## config.mk

```make
export PLATFORM = sky130hd
export DESIGN_NAME = rom_module_ctrl
export DESIGN_NICKNAME = d
export VERILOG_FILES = /design/src/verilog/rom_pkg.sv /design/src/verilog/sync2.sv /design/src/verilog/rom_array.sv /design/src/verilog/rom_module_ctrl.sv
export VERILOG_INCLUDE_DIRS = /design/src /design/src/verilog
export SDC_FILE = /design/constraint.sdc
export NUM_CORES = 1
export LEC_CHECK = 0
export CORE_MARGIN = 3
export CORE_UTILIZATION = 57
export CTS_CLUSTER_DIAMETER = 80
export DETAILED_ROUTE_END_ITERATION = 8
export DONT_BUFFER_PORTS = 1
export GPL_TIMING_DRIVEN = 0
export PLACE_DENSITY = 0.68
export SYNTH_ARGS = -nofsm -noshare
export SYNTH_HDL_FRONTEND = slang
export SYNTH_SLANG_ARGS = --single-unit
```

## constraint.sdc

```tcl
create_clock -name CORE_CLK -period 3.45 [get_ports CORE_CLK]
set_input_delay 0.1725 -clock CORE_CLK [delete_from_list [all_inputs] [get_ports CORE_CLK]]
set_output_delay 0.1725 -clock CORE_CLK [all_outputs]
set_load 0.02 [all_outputs]
```

## src/verilog/rom_cfg.svh

```systemverilog
// offsets, field positions, reset defaults and timing counts of the read-only array block
`ifndef ROM_CFG_SVH
`define ROM_CFG_SVH
// register byte offsets (apb, 32-byte block)
`define OFS_MODCFG   8'h00
`define OFS_BASE_HI  8'h04
`define OFS_BASE_LO  8'h08
`define OFS_SIG_HI   8'h0C
`define OFS_SIG_LO   8'h10
`define OFS_BOOT01   8'h14
`define OFS_BOOT23   8'h18
`define OFS_UNUSED   8'h1C
`define REG_SPAN     8'h20
// configuration register fields
`define CFG_STOP     15
`define CFG_BOOT     14
`define CFG_LOCK     12
`define CFG_SPACE    10
`define CFG_WAIT     8
`define BASE_LO_POS  13
// mask-programmed defaults (values arbitrary)
`define DEF_BOOT     1'b0
`define DEF_LOCK     1'b0
`define DEF_SPACE    2'h0
`define DEF_WAIT     2'h3
`define DEF_BASE     11'h000
`define DEF_SIG_HI   16'h3C5A
`define DEF_SIG_LO   16'h96E1
`define DEF_BOOT_WDS 64'h0000_0400_0200_0000
`define DEF_SEED     8'h5A
`define REG_WIN_BASE 24'hFFF820
// array geometry and timing
`define ARR_AW       13
`define CLK_PERIOD_NS 25
`define CLKS_FAST    4'h2
`define CLKS_W0      4'h3
`define CLKS_W1      4'h4
`define CLKS_W2      4'h5
`endif

```

## src/verilog/rom_pkg.sv

```systemverilog
// types shared by the read-only array block
package rom_pkg;
	typedef enum logic [1:0] {SZ_BYTE, SZ_WORD, SZ_LONG} xfer_size_t;
	typedef enum logic {ST_IDLE, ST_BUSY} arr_state_t;
	typedef struct packed {
		logic        valid;
		logic        vector;
		logic        prog;
		xfer_size_t  size;
		logic [23:0] addr;
	} arr_req_t;
	typedef struct packed {
		logic        ack;
		logic        hit;
		logic [31:0] rdata;
	} arr_rsp_t;
endpackage

```

## src/verilog/sync2.sv

```systemverilog
// two-flop synchroniser for pin levels
`timescale 1ns/1ps
module sync2 #(
	parameter int W = 1
) (
	// clock
	input  logic         clk,
	// level in and out
	input  logic [W-1:0] d,
	output logic [W-1:0] q
);
	logic [W-1:0] s1_r;
	// no reset: must keep following the pin while reset is held, so straps reach q
	always_ff @(posedge clk) begin
		s1_r <= d;
		q    <= s1_r;
	end
endmodule

```

## src/verilog/rom_array.sv

```systemverilog
// mask-programmed array image, four big-endian byte lanes from a byte address
`timescale 1ns/1ps
module rom_array #(
	parameter int         AW   = 13,
	parameter logic [7:0] SEED = 8'h5A
) (
	// byte address inside the array
	input  logic [AW-1:0] addr,
	// bytes addr..addr+3, first byte in the top lane
	output logic [31:0]   data
);
	genvar i;
	generate
		for (i = 0; i < 4; i++) begin : g_lane
			logic [AW-1:0] a;
			assign a = addr + AW'(i);
			// the fixed image is a pattern of the address; wraps at the array end
			assign data[31-8*i -: 8] = a[7:0] ^ SEED ^ 8'(a >> 8);
		end
	endgenerate
endmodule

```

## src/verilog/rom_module_ctrl.sv

```systemverilog
// read-only array controller: apb registers, array decode and wait-state timing
//
// Chosen here: register access over APB and the register offsets.
`timescale 1ns/1ps
`include "rom_cfg.svh"
// Functional notes
// base registers take writes only while stopped and unlocked.
// lock bit sets once by a write after reset; later writes ignored.
// array decoded on 8-Kbyte boundary; upper address bits match base.
// register block answers where the array window overlaps it.
// master drives address bits 23..20 equal to bit 19.
// space field low bit one limits array to program accesses.
// space field resets to mask default, writable unless lock masked one.
// byte or aligned word one bus cycle; long or misaligned word two.
// wait field: 00 three, 01 four, 10 five, 11 two clocks.
// wait field resets to mask default, writable unless lock masked one.
// stop bit set refuses array access; clearing it restores access.
// stop bit resets to inverse of data bit fourteen during reset.
// two signature registers return a fixed mask pattern.
// boot, lock, space, wait and base reset to mask defaults.
// boot default zero supplies reset vectors from bootstrap words.
// boot default one takes vectors from external boot memory.
// 32-byte register block; unimplemented reads zero, writes ignored.
// wait states delay the acknowledge per bus cycle.
module rom_module_ctrl #(
	parameter logic        BOOT_DEF   = `DEF_BOOT,
	parameter logic        LOCK_DEF   = `DEF_LOCK,
	parameter logic [1:0]  SPACE_DEF  = `DEF_SPACE,
	parameter logic [1:0]  WAIT_DEF   = `DEF_WAIT,
	parameter logic [10:0] BASE_DEF   = `DEF_BASE,
	parameter logic [15:0] SIG_HI     = `DEF_SIG_HI,
	parameter logic [15:0] SIG_LO     = `DEF_SIG_LO,
	parameter logic [63:0] BOOT_WORDS = `DEF_BOOT_WDS,
	parameter logic [23:0] REG_BASE   = `REG_WIN_BASE
) (
	// clock and reset
	input  logic              CORE_CLK,
	input  logic              RST_N,
	// apb slave
	input  logic              PSEL,
	input  logic              PENABLE,
	input  logic              PWRITE,
	input  logic [7:0]        PADDR,
	input  logic [31:0]       PWDATA,
	input  logic [3:0]        PSTRB,
	output logic [31:0]       PRDATA,
	output logic              PREADY,
	output logic              PSLVERR,
	// module bus array port
	input  rom_pkg::arr_req_t ARR_REQ,
	output rom_pkg::arr_rsp_t ARR_RSP,
	// strap and boot select
	input  logic              DATA_BIT_FOURTEEN,
	output logic              BOOT_EXTERNAL
);
	localparam int AW = `ARR_AW;

	logic                d14_s;
	logic                stop_r;
	logic                stop_nxt;
	logic                lock_r;
	logic                lock_nxt;
	logic                lock_done_r;
	logic                lock_done_nxt;
	logic                first_r;
	logic                first_nxt;
	logic [1:0]          space_r;
	logic [1:0]          space_nxt;
	logic [1:0]          wait_r;
	logic [1:0]          wait_nxt;
	logic [10:0]         base_r;
	logic [10:0]         base_nxt;
	logic [31:0]         prdata_r;
	logic [31:0]         prdata_nxt;
	logic                apb_setup;
	logic                apb_acc;
	logic                apb_err;
	logic                wr_en;
	logic [31:0]         wmask;
	logic [31:0]         wdata;
	logic [31:0]         rd_mux;
	logic [31:0]         cfg_img;
	logic                reg_win;
	logic                base_hit;
	logic                space_ok;
	logic                vec_hit;
	logic                arr_hit;
	logic                hit;
	logic                take;
	logic                two_cyc;
	logic [3:0]          bus_clks;
	logic [3:0]          total_m2;
	logic [31:0]         rom_data;
	logic [31:0]         vec_data;
	logic [127:0]        bs_wrap;
	rom_pkg::arr_state_t st_r;
	rom_pkg::arr_state_t st_nxt;
	logic [3:0]          cnt_r;
	logic [3:0]          cnt_nxt;
	logic                ack_r;
	logic                ack_nxt;
	logic [31:0]         rdata_r;
	logic [31:0]         rdata_nxt;

	sync2 #(
		.W(1)
	) u_d14 (
		.clk(CORE_CLK),
		.d  (DATA_BIT_FOURTEEN),
		.q  (d14_s)
	);

	rom_array #(
		.AW  (AW),
		.SEED(`DEF_SEED)
	) u_array (
		.addr(ARR_REQ.addr[AW-1:0]),
		.data(rom_data)
	);

	// apb decode; zero wait states, read data latched in the setup phase
	assign apb_setup = PSEL && !PENABLE;
	assign apb_acc   = PSEL && PENABLE;
	assign apb_err   = PADDR >= `REG_SPAN;
	assign wr_en     = apb_acc && PWRITE && !apb_err;
	assign PREADY    = 1'b1;
	assign PSLVERR   = apb_acc && apb_err;
	assign PRDATA    = prdata_r;
	assign BOOT_EXTERNAL = BOOT_DEF;

	always_comb begin
		wmask = {{8{PSTRB[3]}}, {8{PSTRB[2]}}, {8{PSTRB[1]}}, {8{PSTRB[0]}}};
		cfg_img = 32'h0000_0000;
		cfg_img[`CFG_STOP] = stop_r;
		cfg_img[`CFG_BOOT] = BOOT_DEF;
		cfg_img[`CFG_LOCK] = lock_r;
		cfg_img[`CFG_SPACE+1:`CFG_SPACE] = space_r;
		cfg_img[`CFG_WAIT+1:`CFG_WAIT] = wait_r;
		case (PADDR)
			`OFS_MODCFG:  rd_mux = cfg_img;
			`OFS_BASE_HI: rd_mux = {24'h00_0000, base_r[10:3]};
			`OFS_BASE_LO: rd_mux = {16'h0000, base_r[2:0], 13'h0000};
			`OFS_SIG_HI:  rd_mux = {16'h0000, SIG_HI};
			`OFS_SIG_LO:  rd_mux = {16'h0000, SIG_LO};
			`OFS_BOOT01:  rd_mux = BOOT_WORDS[63:32];
			`OFS_BOOT23:  rd_mux = BOOT_WORDS[31:0];
			default:      rd_mux = 32'h0000_0000;
		endcase
		// lanes not strobed keep their old value
		wdata = (PWDATA & wmask) | (rd_mux & ~wmask);
	end

	// register next state
	always_comb begin
		stop_nxt      = stop_r;
		lock_nxt      = lock_r;
		lock_done_nxt = lock_done_r;
		first_nxt     = 1'b0;
		space_nxt     = space_r;
		wait_nxt      = wait_r;
		base_nxt      = base_r;
		prdata_nxt    = apb_setup ? rd_mux : prdata_r;
		if (first_r) begin
			// synchroniser still holds the level seen during reset
			stop_nxt = !d14_s;
		end else if (wr_en) begin
			case (PADDR)
				`OFS_MODCFG: begin
					stop_nxt = wdata[`CFG_STOP];
					if (!lock_done_r && wdata[`CFG_LOCK]) begin
						lock_nxt      = 1'b1;
						lock_done_nxt = 1'b1;
					end
					if (!LOCK_DEF) begin
						space_nxt = wdata[`CFG_SPACE+1:`CFG_SPACE];
						wait_nxt  = wdata[`CFG_WAIT+1:`CFG_WAIT];
					end
				end
				`OFS_BASE_HI: begin
					if (stop_r && !lock_r) begin
						base_nxt[10:3] = wdata[7:0];
					end
				end
				`OFS_BASE_LO: begin
					if (stop_r && !lock_r) begin
						base_nxt[2:0] = wdata[`BASE_LO_POS+2:`BASE_LO_POS];
					end
				end
				default: begin
				end
			endcase
		end
	end

	always_ff @(posedge CORE_CLK or negedge RST_N) begin
		if (!RST_N) begin
			// stop held until the strap is loaded on the first edge
			stop_r      <= 1'b1;
			first_r     <= 1'b1;
			lock_r      <= LOCK_DEF;
			lock_done_r <= 1'b0;
			space_r     <= SPACE_DEF;
			wait_r      <= WAIT_DEF;
			base_r      <= BASE_DEF;
			prdata_r    <= 32'h0000_0000;
		end else begin
			stop_r      <= stop_nxt;
			first_r     <= first_nxt;
			lock_r      <= lock_nxt;
			lock_done_r <= lock_done_nxt;
			space_r     <= space_nxt;
			wait_r      <= wait_nxt;
			base_r      <= base_nxt;
			prdata_r    <= prdata_nxt;
		end
	end

	// array port decode
	assign reg_win  = ARR_REQ.addr[23:5] == REG_BASE[23:5];
	assign base_hit = ARR_REQ.addr[23:AW] == base_r;
	assign space_ok = !space_r[0] || ARR_REQ.prog;
	assign vec_hit  = ARR_REQ.vector && !BOOT_DEF && ARR_REQ.addr[23:3] == 21'h00_0000;
	// vectors come from the register block, so they are served even in stop
	assign arr_hit  = !ARR_REQ.vector && !stop_r && base_hit && space_ok && !reg_win;
	assign hit      = ARR_REQ.valid && (vec_hit || arr_hit);
	assign take     = hit && st_r == rom_pkg::ST_IDLE && !ack_r;
	assign two_cyc  = ARR_REQ.size == rom_pkg::SZ_LONG
		|| (ARR_REQ.size == rom_pkg::SZ_WORD && ARR_REQ.addr[0]);
	assign bs_wrap  = {BOOT_WORDS, BOOT_WORDS};
	assign vec_data = bs_wrap[127 - 16 * int'(ARR_REQ.addr[2:1]) -: 32];

	always_comb begin
		case (wait_r)
			2'h0:    bus_clks = `CLKS_W0;
			2'h1:    bus_clks = `CLKS_W1;
			2'h2:    bus_clks = `CLKS_W2;
			default: bus_clks = `CLKS_FAST;
		endcase
		total_m2 = (two_cyc ? 4'(bus_clks << 1) : bus_clks) - 4'h2;
	end

	// access timing: ack appears total-1 clocks after the request is first seen
	always_comb begin
		st_nxt    = st_r;
		cnt_nxt   = cnt_r;
		ack_nxt   = 1'b0;
		rdata_nxt = rdata_r;
		case (st_r)
			rom_pkg::ST_IDLE: begin
				if (take) begin
					rdata_nxt = ARR_REQ.vector ? vec_data : rom_data;
					if (total_m2 == 4'h0) begin
						ack_nxt = 1'b1;
					end else begin
						st_nxt  = rom_pkg::ST_BUSY;
						cnt_nxt = total_m2 - 4'h1;
					end
				end
			end
			rom_pkg::ST_BUSY: begin
				if (cnt_r == 4'h0) begin
					ack_nxt = 1'b1;
					st_nxt  = rom_pkg::ST_IDLE;
				end else begin
					cnt_nxt = cnt_r - 4'h1;
				end
			end
			default: st_nxt = rom_pkg::ST_IDLE;
		endcase
	end

	always_ff @(posedge CORE_CLK or negedge RST_N) begin
		if (!RST_N) begin
			st_r    <= rom_pkg::ST_IDLE;
			cnt_r   <= 4'h0;
			ack_r   <= 1'b0;
			rdata_r <= 32'h0000_0000;
		end else begin
			st_r    <= st_nxt;
			cnt_r   <= cnt_nxt;
			ack_r   <= ack_nxt;
			rdata_r <= rdata_nxt;
		end
	end

	assign ARR_RSP.ack   = ack_r;
	assign ARR_RSP.hit   = hit;
	assign ARR_RSP.rdata = rdata_r;
endmodule

```

==> results of run 1 <==
sequential cells by signal (all words and copies together), names as in the netlist, 2 cells and up:
register / flops
base_r: 11
rdata_r: 32
wait_r: 2
cnt_r: 4
space_r: 2
PRDATA: 17
power by group:
group | switching [mW] | internal [mW] | leakage, nW | total, mW
clock | 0.327 | 0.373 | 0.106 | 0.700
combinational | 0.127 | 0.0903 | 1.32 | 0.217
sequential | 0.0139 | 0.889 | 1.01 | 0.903
total | 0.467 | 1.35 | 2.44 | 1.82
kinds of logic (layout without fill, tap and decap cells):
group	Yosys count	after routing
XOR/XNOR	47	47
AO/OA/AOI/OAI	82	82
AND/OR/NAND/NOR	170	170
other	2	18
buffers and inverters	52	85
adder cells (fa/ha/maj)	10	10
multiplexers	25	25
flip-flops	75	75
per-layer routing:
metal / vias up / track usage [%] / share of wire [%] / wire, um
met5: - / 0 / 0 / 0
met4: 0 / 8.30 / 1.5 / 163
met3: 15 / 9.38 / 11 / 1140
met2: 152 / 37.8 / 45 / 4840
met1: 1662 / 35.0 / 43 / 4640
li1: 1657 / - / - / -
Yosys cell counts, types with 3 or more instances:
library cell / count / area [sq um]
sky130_fd_sc_hd__a211oi_1: 3 / 22.5
sky130_fd_sc_hd__nor2b_1: 7 / 43.8
sky130_fd_sc_hd__a21o_1: 28 / 210
sky130_fd_sc_hd__and3_1: 4 / 25.0
sky130_fd_sc_hd__clkbuf_1: 16 / 60.1
sky130_fd_sc_hd__nand2_1: 48 / 180
sky130_fd_sc_hd__mux2_2: 18 / 203
sky130_fd_sc_hd__mux2i_1: 5 / 50.1
sky130_fd_sc_hd__nor2_1: 30 / 113
sky130_fd_sc_hd__inv_1: 11 / 41.3
sky130_fd_sc_hd__o21ai_1: 3 / 15.0
sky130_fd_sc_hd__nor3_1: 34 / 170
sky130_fd_sc_hd__dfstp_2: 4 / 105
sky130_fd_sc_hd__dfrtp_1: 69 / 1730
sky130_fd_sc_hd__nor4_1: 4 / 25.0
sky130_fd_sc_hd__buf_4: 19 / 143
sky130_fd_sc_hd__o21ai_0: 20 / 100
sky130_fd_sc_hd__nand3_1: 12 / 60.1
sky130_fd_sc_hd__or2_2: 3 / 18.8
sky130_fd_sc_hd__xor2_1: 18 / 158
sky130_fd_sc_hd__nand2b_1: 3 / 18.8
sky130_fd_sc_hd__buf_2: 5 / 25.0
sky130_fd_sc_hd__a21oi_1: 15 / 75.1
sky130_fd_sc_hd__xnor2_1: 29 / 254
sky130_fd_sc_hd__nand4_1: 8 / 50.1
sky130_fd_sc_hd__ha_1: 10 / 125
area by class of cell:
cell class	count	area, sq um	area share, %
Multi-Input combinational cell	352	2310	46.4
Sequential cell	75	1870	37.6
Buffer	41	239	4.80
Timing Repair Buffer	17	188	3.77
Clock buffer	12	155	3.12
Tap cell	99	124	2.49
Clock inverter	4	48.8	0.980
Inverter	11	41.3	0.830
through the flow:
step                      cell area, sq um  utilization, %  setup WS, ps
after global routing                  4980            67.5           167
after CTS                             4980            67.5           332
after floorplan                       4460               -           632
after global placement                4590            62.2           431
after detailed placement              4590            62.2           344
final                                 4980            67.5           324
timing repair:
item | 4_1_cts | 5_1_grt
resized for setup | 0 | 0
hold endpoints to repair | 88 | 0
hold buffers | 17 | 0
final timing paths:
path                       startpoint           to  slack, ps
setup / recovery            wait_r[1]     cnt_r[0]        320
hold / removal             PWDATA[12]  lock_done_r         10
setup reg to reg            wait_r[1]     cnt_r[0]        320
hold reg to reg            u_d14.s1_r      u_d14.q        360
max in group asynchronous       RST_N      first_r       2760
min in group asynchronous       RST_N     cnt_r[3]        370
==> impl_metrics.csv, run 1 <==
group,metric,value,unit
synthesis,number_of_warnings_issued_by_yosys,0,
place,cells_after_dpl,578,
route,dr_total_vias,3486,
timing,report.final.setup_viol,0,
critical_path,critical_path.startpoint_type,"flip-flop",
route,drt_pass1_iterations,5,
die,die_area,8810,sq um
clock_network,postCtsSetupRepairBufs,0,
synthesis,post_synth_xor_area_fraction,9.35,%
global_routing,grt_start_max_net_pins,74,
critical_path,timing.critical_path.to_type,"flip-flop",
die,dieHeight,93.9,um
power_and_ir_drop,power_density,366,nW/um^2
die,initial_utilization,59.7,%
clock_network,path_clk_slew,90,ps
timing,final_min_period_over_clock_period,90.6,%
global_routing,global_route.usage.total,25.6,%
die,core_area,7370,sq um
layout,fin_cells,611,
global_routing,grt-ovfl-total,0,
place,place_hpwl,8070,um
clock_network,tritoncts,"built",
route,drt_iter0_drc,226,
critical_path,cp.buffers_inverters,1,
route,drt_drc_violations_left,0,
synthesis,synth.area.mux_share,6.34,%
layout,drive_above_1_share,15.2,%
power_and_ir_drop,peakVddDrop,0.000217,V
clock_network,cts_made_buffers,9,
synthesis,synth_area,4400,sq um
critical_path,slowest_cell_on_the_critical_path,"sky130_fd_sc_hd__dfstp_2",
run,cap_violations,0,
timing,post_route_skew,12.8,ps
global_routing,first_global_vias,3472,
layout,areaGrowthSynthToFinish,13.1,%
place,placement.io_buffers,0,
die,die_width,93.9,um
clock_network,deepest_clock_path_buffer_count,2,
route,vias_per_cell,5.71,
clock_network,insertion_delay,350,ps
critical_path,worst-endpoint-required,3690,ps
synthesis,yosys.area_share.simple,20.2,%
critical_path,cpPeakStageDelay,570,ps
synthesis,synth_cell_types,55,
layout,filler_cell_count,615,
min_path,holdPathStages,2,
route,average_routed_wire_per_standard_cell,17.7,um
synthesis,synth_cells,463,
timing,setup_total_negative_slack,0,ps
synthesis,synth.yosys.seq_area_share,42.5,%
synthesis,synth_top_family_by_area,"simple AND/OR/NAND/NOR gates",
critical_path,worst-path-stages,8,
layout,mostFrequentLayoutCell,"sky130_fd_sc_hd__dfrtp_1",
route,post_drt_antenna_nets,0,
layout,finalNetCount,596,
timing,finalCriticalPeriod,3130,ps
die,ioPinCount,148,
global_routing,antenna_violations_before_repair,0,
synthesis,synth_adder_area_share,2.84,%
route,totalWireLength,10800,um
global_routing,grt_pass1_wl,17600,um
timing,timing.fmax,320,MHz
synthesis,synth_compound_gate_area_share,12.2,%
synthesis,synth.ff_latch_count,75,
place,globalplace.congestion,0.949,
synthesis,main_flop_type_after_synthesis,"sky130_fd_sc_hd__dfrtp_1",
die,std_cell_rows,31,
timing,relative_slew_margins,50.8,%
outcome,outcome,"complete, no violations",
critical_path,cp.arrival,3360,ps
power_and_ir_drop,leak,2.44,nW
critical_path,crit_type,"reg -> reg",
synthesis,mean_instance_size_in_the_synthesized_netlist,9.51,sq um
synthesis,count_of_flip_flops_with_a_built_in_enable_after_synthesis,0,
timing,maxSlewViolCount,0,
layout,leading_cell_types_in_the_layout_fill_and_taps_excluded,"sky130_fd_sc_hd__dfrtp_1, sky130_fd_sc_hd__nand2_1, sky130_fd_sc_hd__nor3_1",
clock_network,cts-root-buf,"sky130_fd_sc_hd__clkbuf_8",
synthesis,synth_async_sr_flop_share,97.3,%
timing,holdWs,10.8,ps
clock_network,cts.sink_count,75,
timing,timing_hold_violations_final,0,
timing,grt_setup_unrepaired,"false",
power_and_ir_drop,overall_power_of_the_completed_layout,1.82,mW
critical_path,worst_path_most_repeated_cell,"sky130_fd_sc_hd__ha_1",
critical_path,critPathTopFamily,"adder cells",
critical_path,crit_path_max_fanout,7,
critical_path,r2r_cells,8,
critical_path,cp_cell_sequence,"inv_1 -> ha_1 -> mux2_2 -> ha_1 -> or3b_2 -> o32ai_1 -> o21ai_2 -> mux2_1",
clock_network,ctsHtreeMaxLevel,3,
min_path,worst_hold_path_class,"in -> reg",
timing,worst-slew-pin-transition,736,ps
layout,antenna-diode-count,0,
Power figures use the tool's default switching activity.
==> run 2, diff against run 1 <==
- CTS_BUF_LIST: default -> sky130_fd_sc_hd__clkbuf_4 sky130_fd_sc_hd__clkbuf_8
==> run 2 against run 1 <==
Compared with the run above: utilization increased by 0.051 points; clock-buffer cell count unchanged; fmax about the same; non-clock buffer count unchanged; die area unchanged; power increased by 0.25%; global-route usage about the same; via count increased by 0.32%; wire length about the same; largest power group unchanged; final area about the same; critical endpoint unchanged; clock power increased by 0.6%.
==> impl_metrics.csv, run 2 (synthesized netlist as in run 1, its figures left out) <==
group,metric,value,unit
timing,timing.fmax,320,MHz
min_path,worst_hold_path_class,"in -> reg",
die,core_area,7370,sq um
place,globalplace.congestion,0.949,
die,std_cell_rows,31,
route,dr_total_vias,3497,
die,dieHeight,93.9,um
place,placement.io_buffers,0,
layout,filler_cell_count,616,
critical_path,critical_path.startpoint_type,"flip-flop",
critical_path,worst-endpoint-required,3690,ps
clock_network,insertion_delay,350,ps
layout,seqCellArea,1870,sq um
critical_path,crit_path_max_fanout,7,
timing,setup_total_negative_slack,0,ps
clock_network,cts.sink_count,75,
power_and_ir_drop,power_density,366,nW/um^2
route,totalWireLength,10800,um
layout,largest-register,"rdata_r",
route,drt_iter0_drc,261,
die,die_area,8810,sq um
layout,mostFrequentLayoutCell,"sky130_fd_sc_hd__dfrtp_1",
global_routing,global_route.usage.total,25.6,%
die,die_width,93.9,um
run,cap_violations,0,
critical_path,cp_cell_sequence,"inv_1 -> ha_1 -> mux2_2 -> ha_1 -> or3b_2 -> o32ai_1 -> o21ai_2 -> mux2_1",
route,drt_pass1_iterations,5,
global_routing,grt_start_max_net_pins,74,
die,ioPinCount,148,
critical_path,crit_type,"reg -> reg",
route,average_routed_wire_per_standard_cell,17.7,um
place,place_hpwl,8070,um
timing,post_route_skew,9.32,ps
critical_path,cp.buffers_inverters,1,
global_routing,gr-usage-met2,37.7,%
timing,worst-slew-pin-transition,742,ps
clock_network,deepest_clock_path_buffer_count,2,
global_routing,gr-usage-met3,9.78,%
critical_path,cp.arrival,3360,ps
outcome,outcome,"complete, no violations",
critical_path,slowest_cell_on_the_critical_path,"sky130_fd_sc_hd__dfstp_2",
clock_network,ctsHtreeMaxLevel,3,
route,drt_drc_violations_left,0,
global_routing,grt-ovfl-total,0,
layout,antenna-diode-count,0,
clock_network,postCtsSetupRepairBufs,0,
clock_network,tritoncts,"built",
critical_path,timing.critical_path.to_type,"flip-flop",
global_routing,first_global_vias,3472,
global_routing,met1_usage,34.9,%
route,post_drt_antenna_nets,0,
timing,grt_setup_unrepaired,"false",
global_routing,antenna_violations_before_repair,0,
global_routing,grt.busiest_layer,"met2",
timing,timing_hold_violations_final,0,
timing,report.final.setup_viol,0,
layout,areaGrowthSynthToFinish,13.2,%
clock_network,cts_made_buffers,9,
critical_path,critPathTopFamily,"adder cells",
layout,final_core_utilization,67.6,%
timing,maxSlewViolCount,0,
layout,multi_input_area,2310,sq um
power_and_ir_drop,leak,2.44,nW
power_and_ir_drop,peakVddDrop,0.000216,V
critical_path,cpPeakStageDelay,570,ps
layout,drive_above_1_share,15.4,%
global_routing,grt_pass1_wl,17600,um
clock_network,cts-root-buf,"sky130_fd_sc_hd__clkbuf_8",
critical_path,worst_path_most_repeated_cell,"sky130_fd_sc_hd__ha_1",
layout,finalNetCount,596,
die,initial_utilization,59.7,%
power_and_ir_drop,overall_power_of_the_completed_layout,1.82,mW
layout,leading_cell_types_in_the_layout_fill_and_taps_excluded,"sky130_fd_sc_hd__dfrtp_1, sky130_fd_sc_hd__nand2_1, sky130_fd_sc_hd__nor3_1",
timing,finalCriticalPeriod,3130,ps
route,vias_per_cell,5.72,
clock_network,path_clk_slew,80,ps
layout,largest_reg_flops,32,
timing,final_min_period_over_clock_period,90.7,%
timing,relative_slew_margins,50.4,%
run 2: area by class of cell:
| type | instances | share of cell area, % |
|---|---|---|
| plain buffers | 41 | 4.80 |
| flip-flops and latches | 75 | 37.6 |
| clock inverters | 4 | 0.980 |
| clock buffers | 12 | 3.19 |
| multi-input cells | 352 | 46.4 |
| inverters | 11 | 0.829 |
| repair buffers | 17 | 3.77 |
| well taps | 99 | 2.49 |
run 2: layer usage:
metal,share of wire (%),vias to the layer above,routed length [um]
met3,11,19,1200
met4,1.5,0,167
met5,0,-,0
met2,45,152,4810
li1,-,1653,-
met1,43,1673,4610
run 2: repair_timing:
item,4_1_cts,5_1_grt
gates resized for setup,0,0
hold buffers,17,0
hold endpoints to repair,88,0
run 2: report_power, final:
part	total (mW)	switching, mW	internal [mW]
Clock	0.704	0.323	0.381
Sequential	0.903	0.0139	0.889
Combinational	0.217	0.127	0.0903
run 2: final timing paths:
kind	end	slack (ps)	depth (start not counted)	start
max	cnt_r[0]	320	8	wait_r[1]
min reg2reg	u_d14.q	370	0	u_d14.s1_r
max reg2reg	cnt_r[0]	320	8	wait_r[1]
max in group asynchronous	first_r	2750	2	RST_N
min	lock_done_r	7	2	PWDATA[12]
min in group asynchronous	cnt_r[3]	370	2	RST_N
run 2: worst register-to-register path: cells and delay by family, from the launching register on:
family | cells | cell delay [ps]
adder cells (fa/ha/maj) | 2 | 700
flip-flops | 1 | 570
buffers and inverters | 1 | 60
multiplexers | 2 | 660
AO/OA/AOI/OAI | 2 | 580
AND/OR/NAND/NOR | 1 | 450
run 2: through the flow:
step	area (sq um)	worst slack, ps	hold slack, ps	std cells
2_1_floorplan	4460	632	-123	479
3_3_place_gp	4590	431	-121	578
3_5_place_dp	4590	344	-121	578
4_1_cts	4980	332	5.07	611
5_1_grt	4980	167	32.8	611
6_report	4980	322	6.90	611
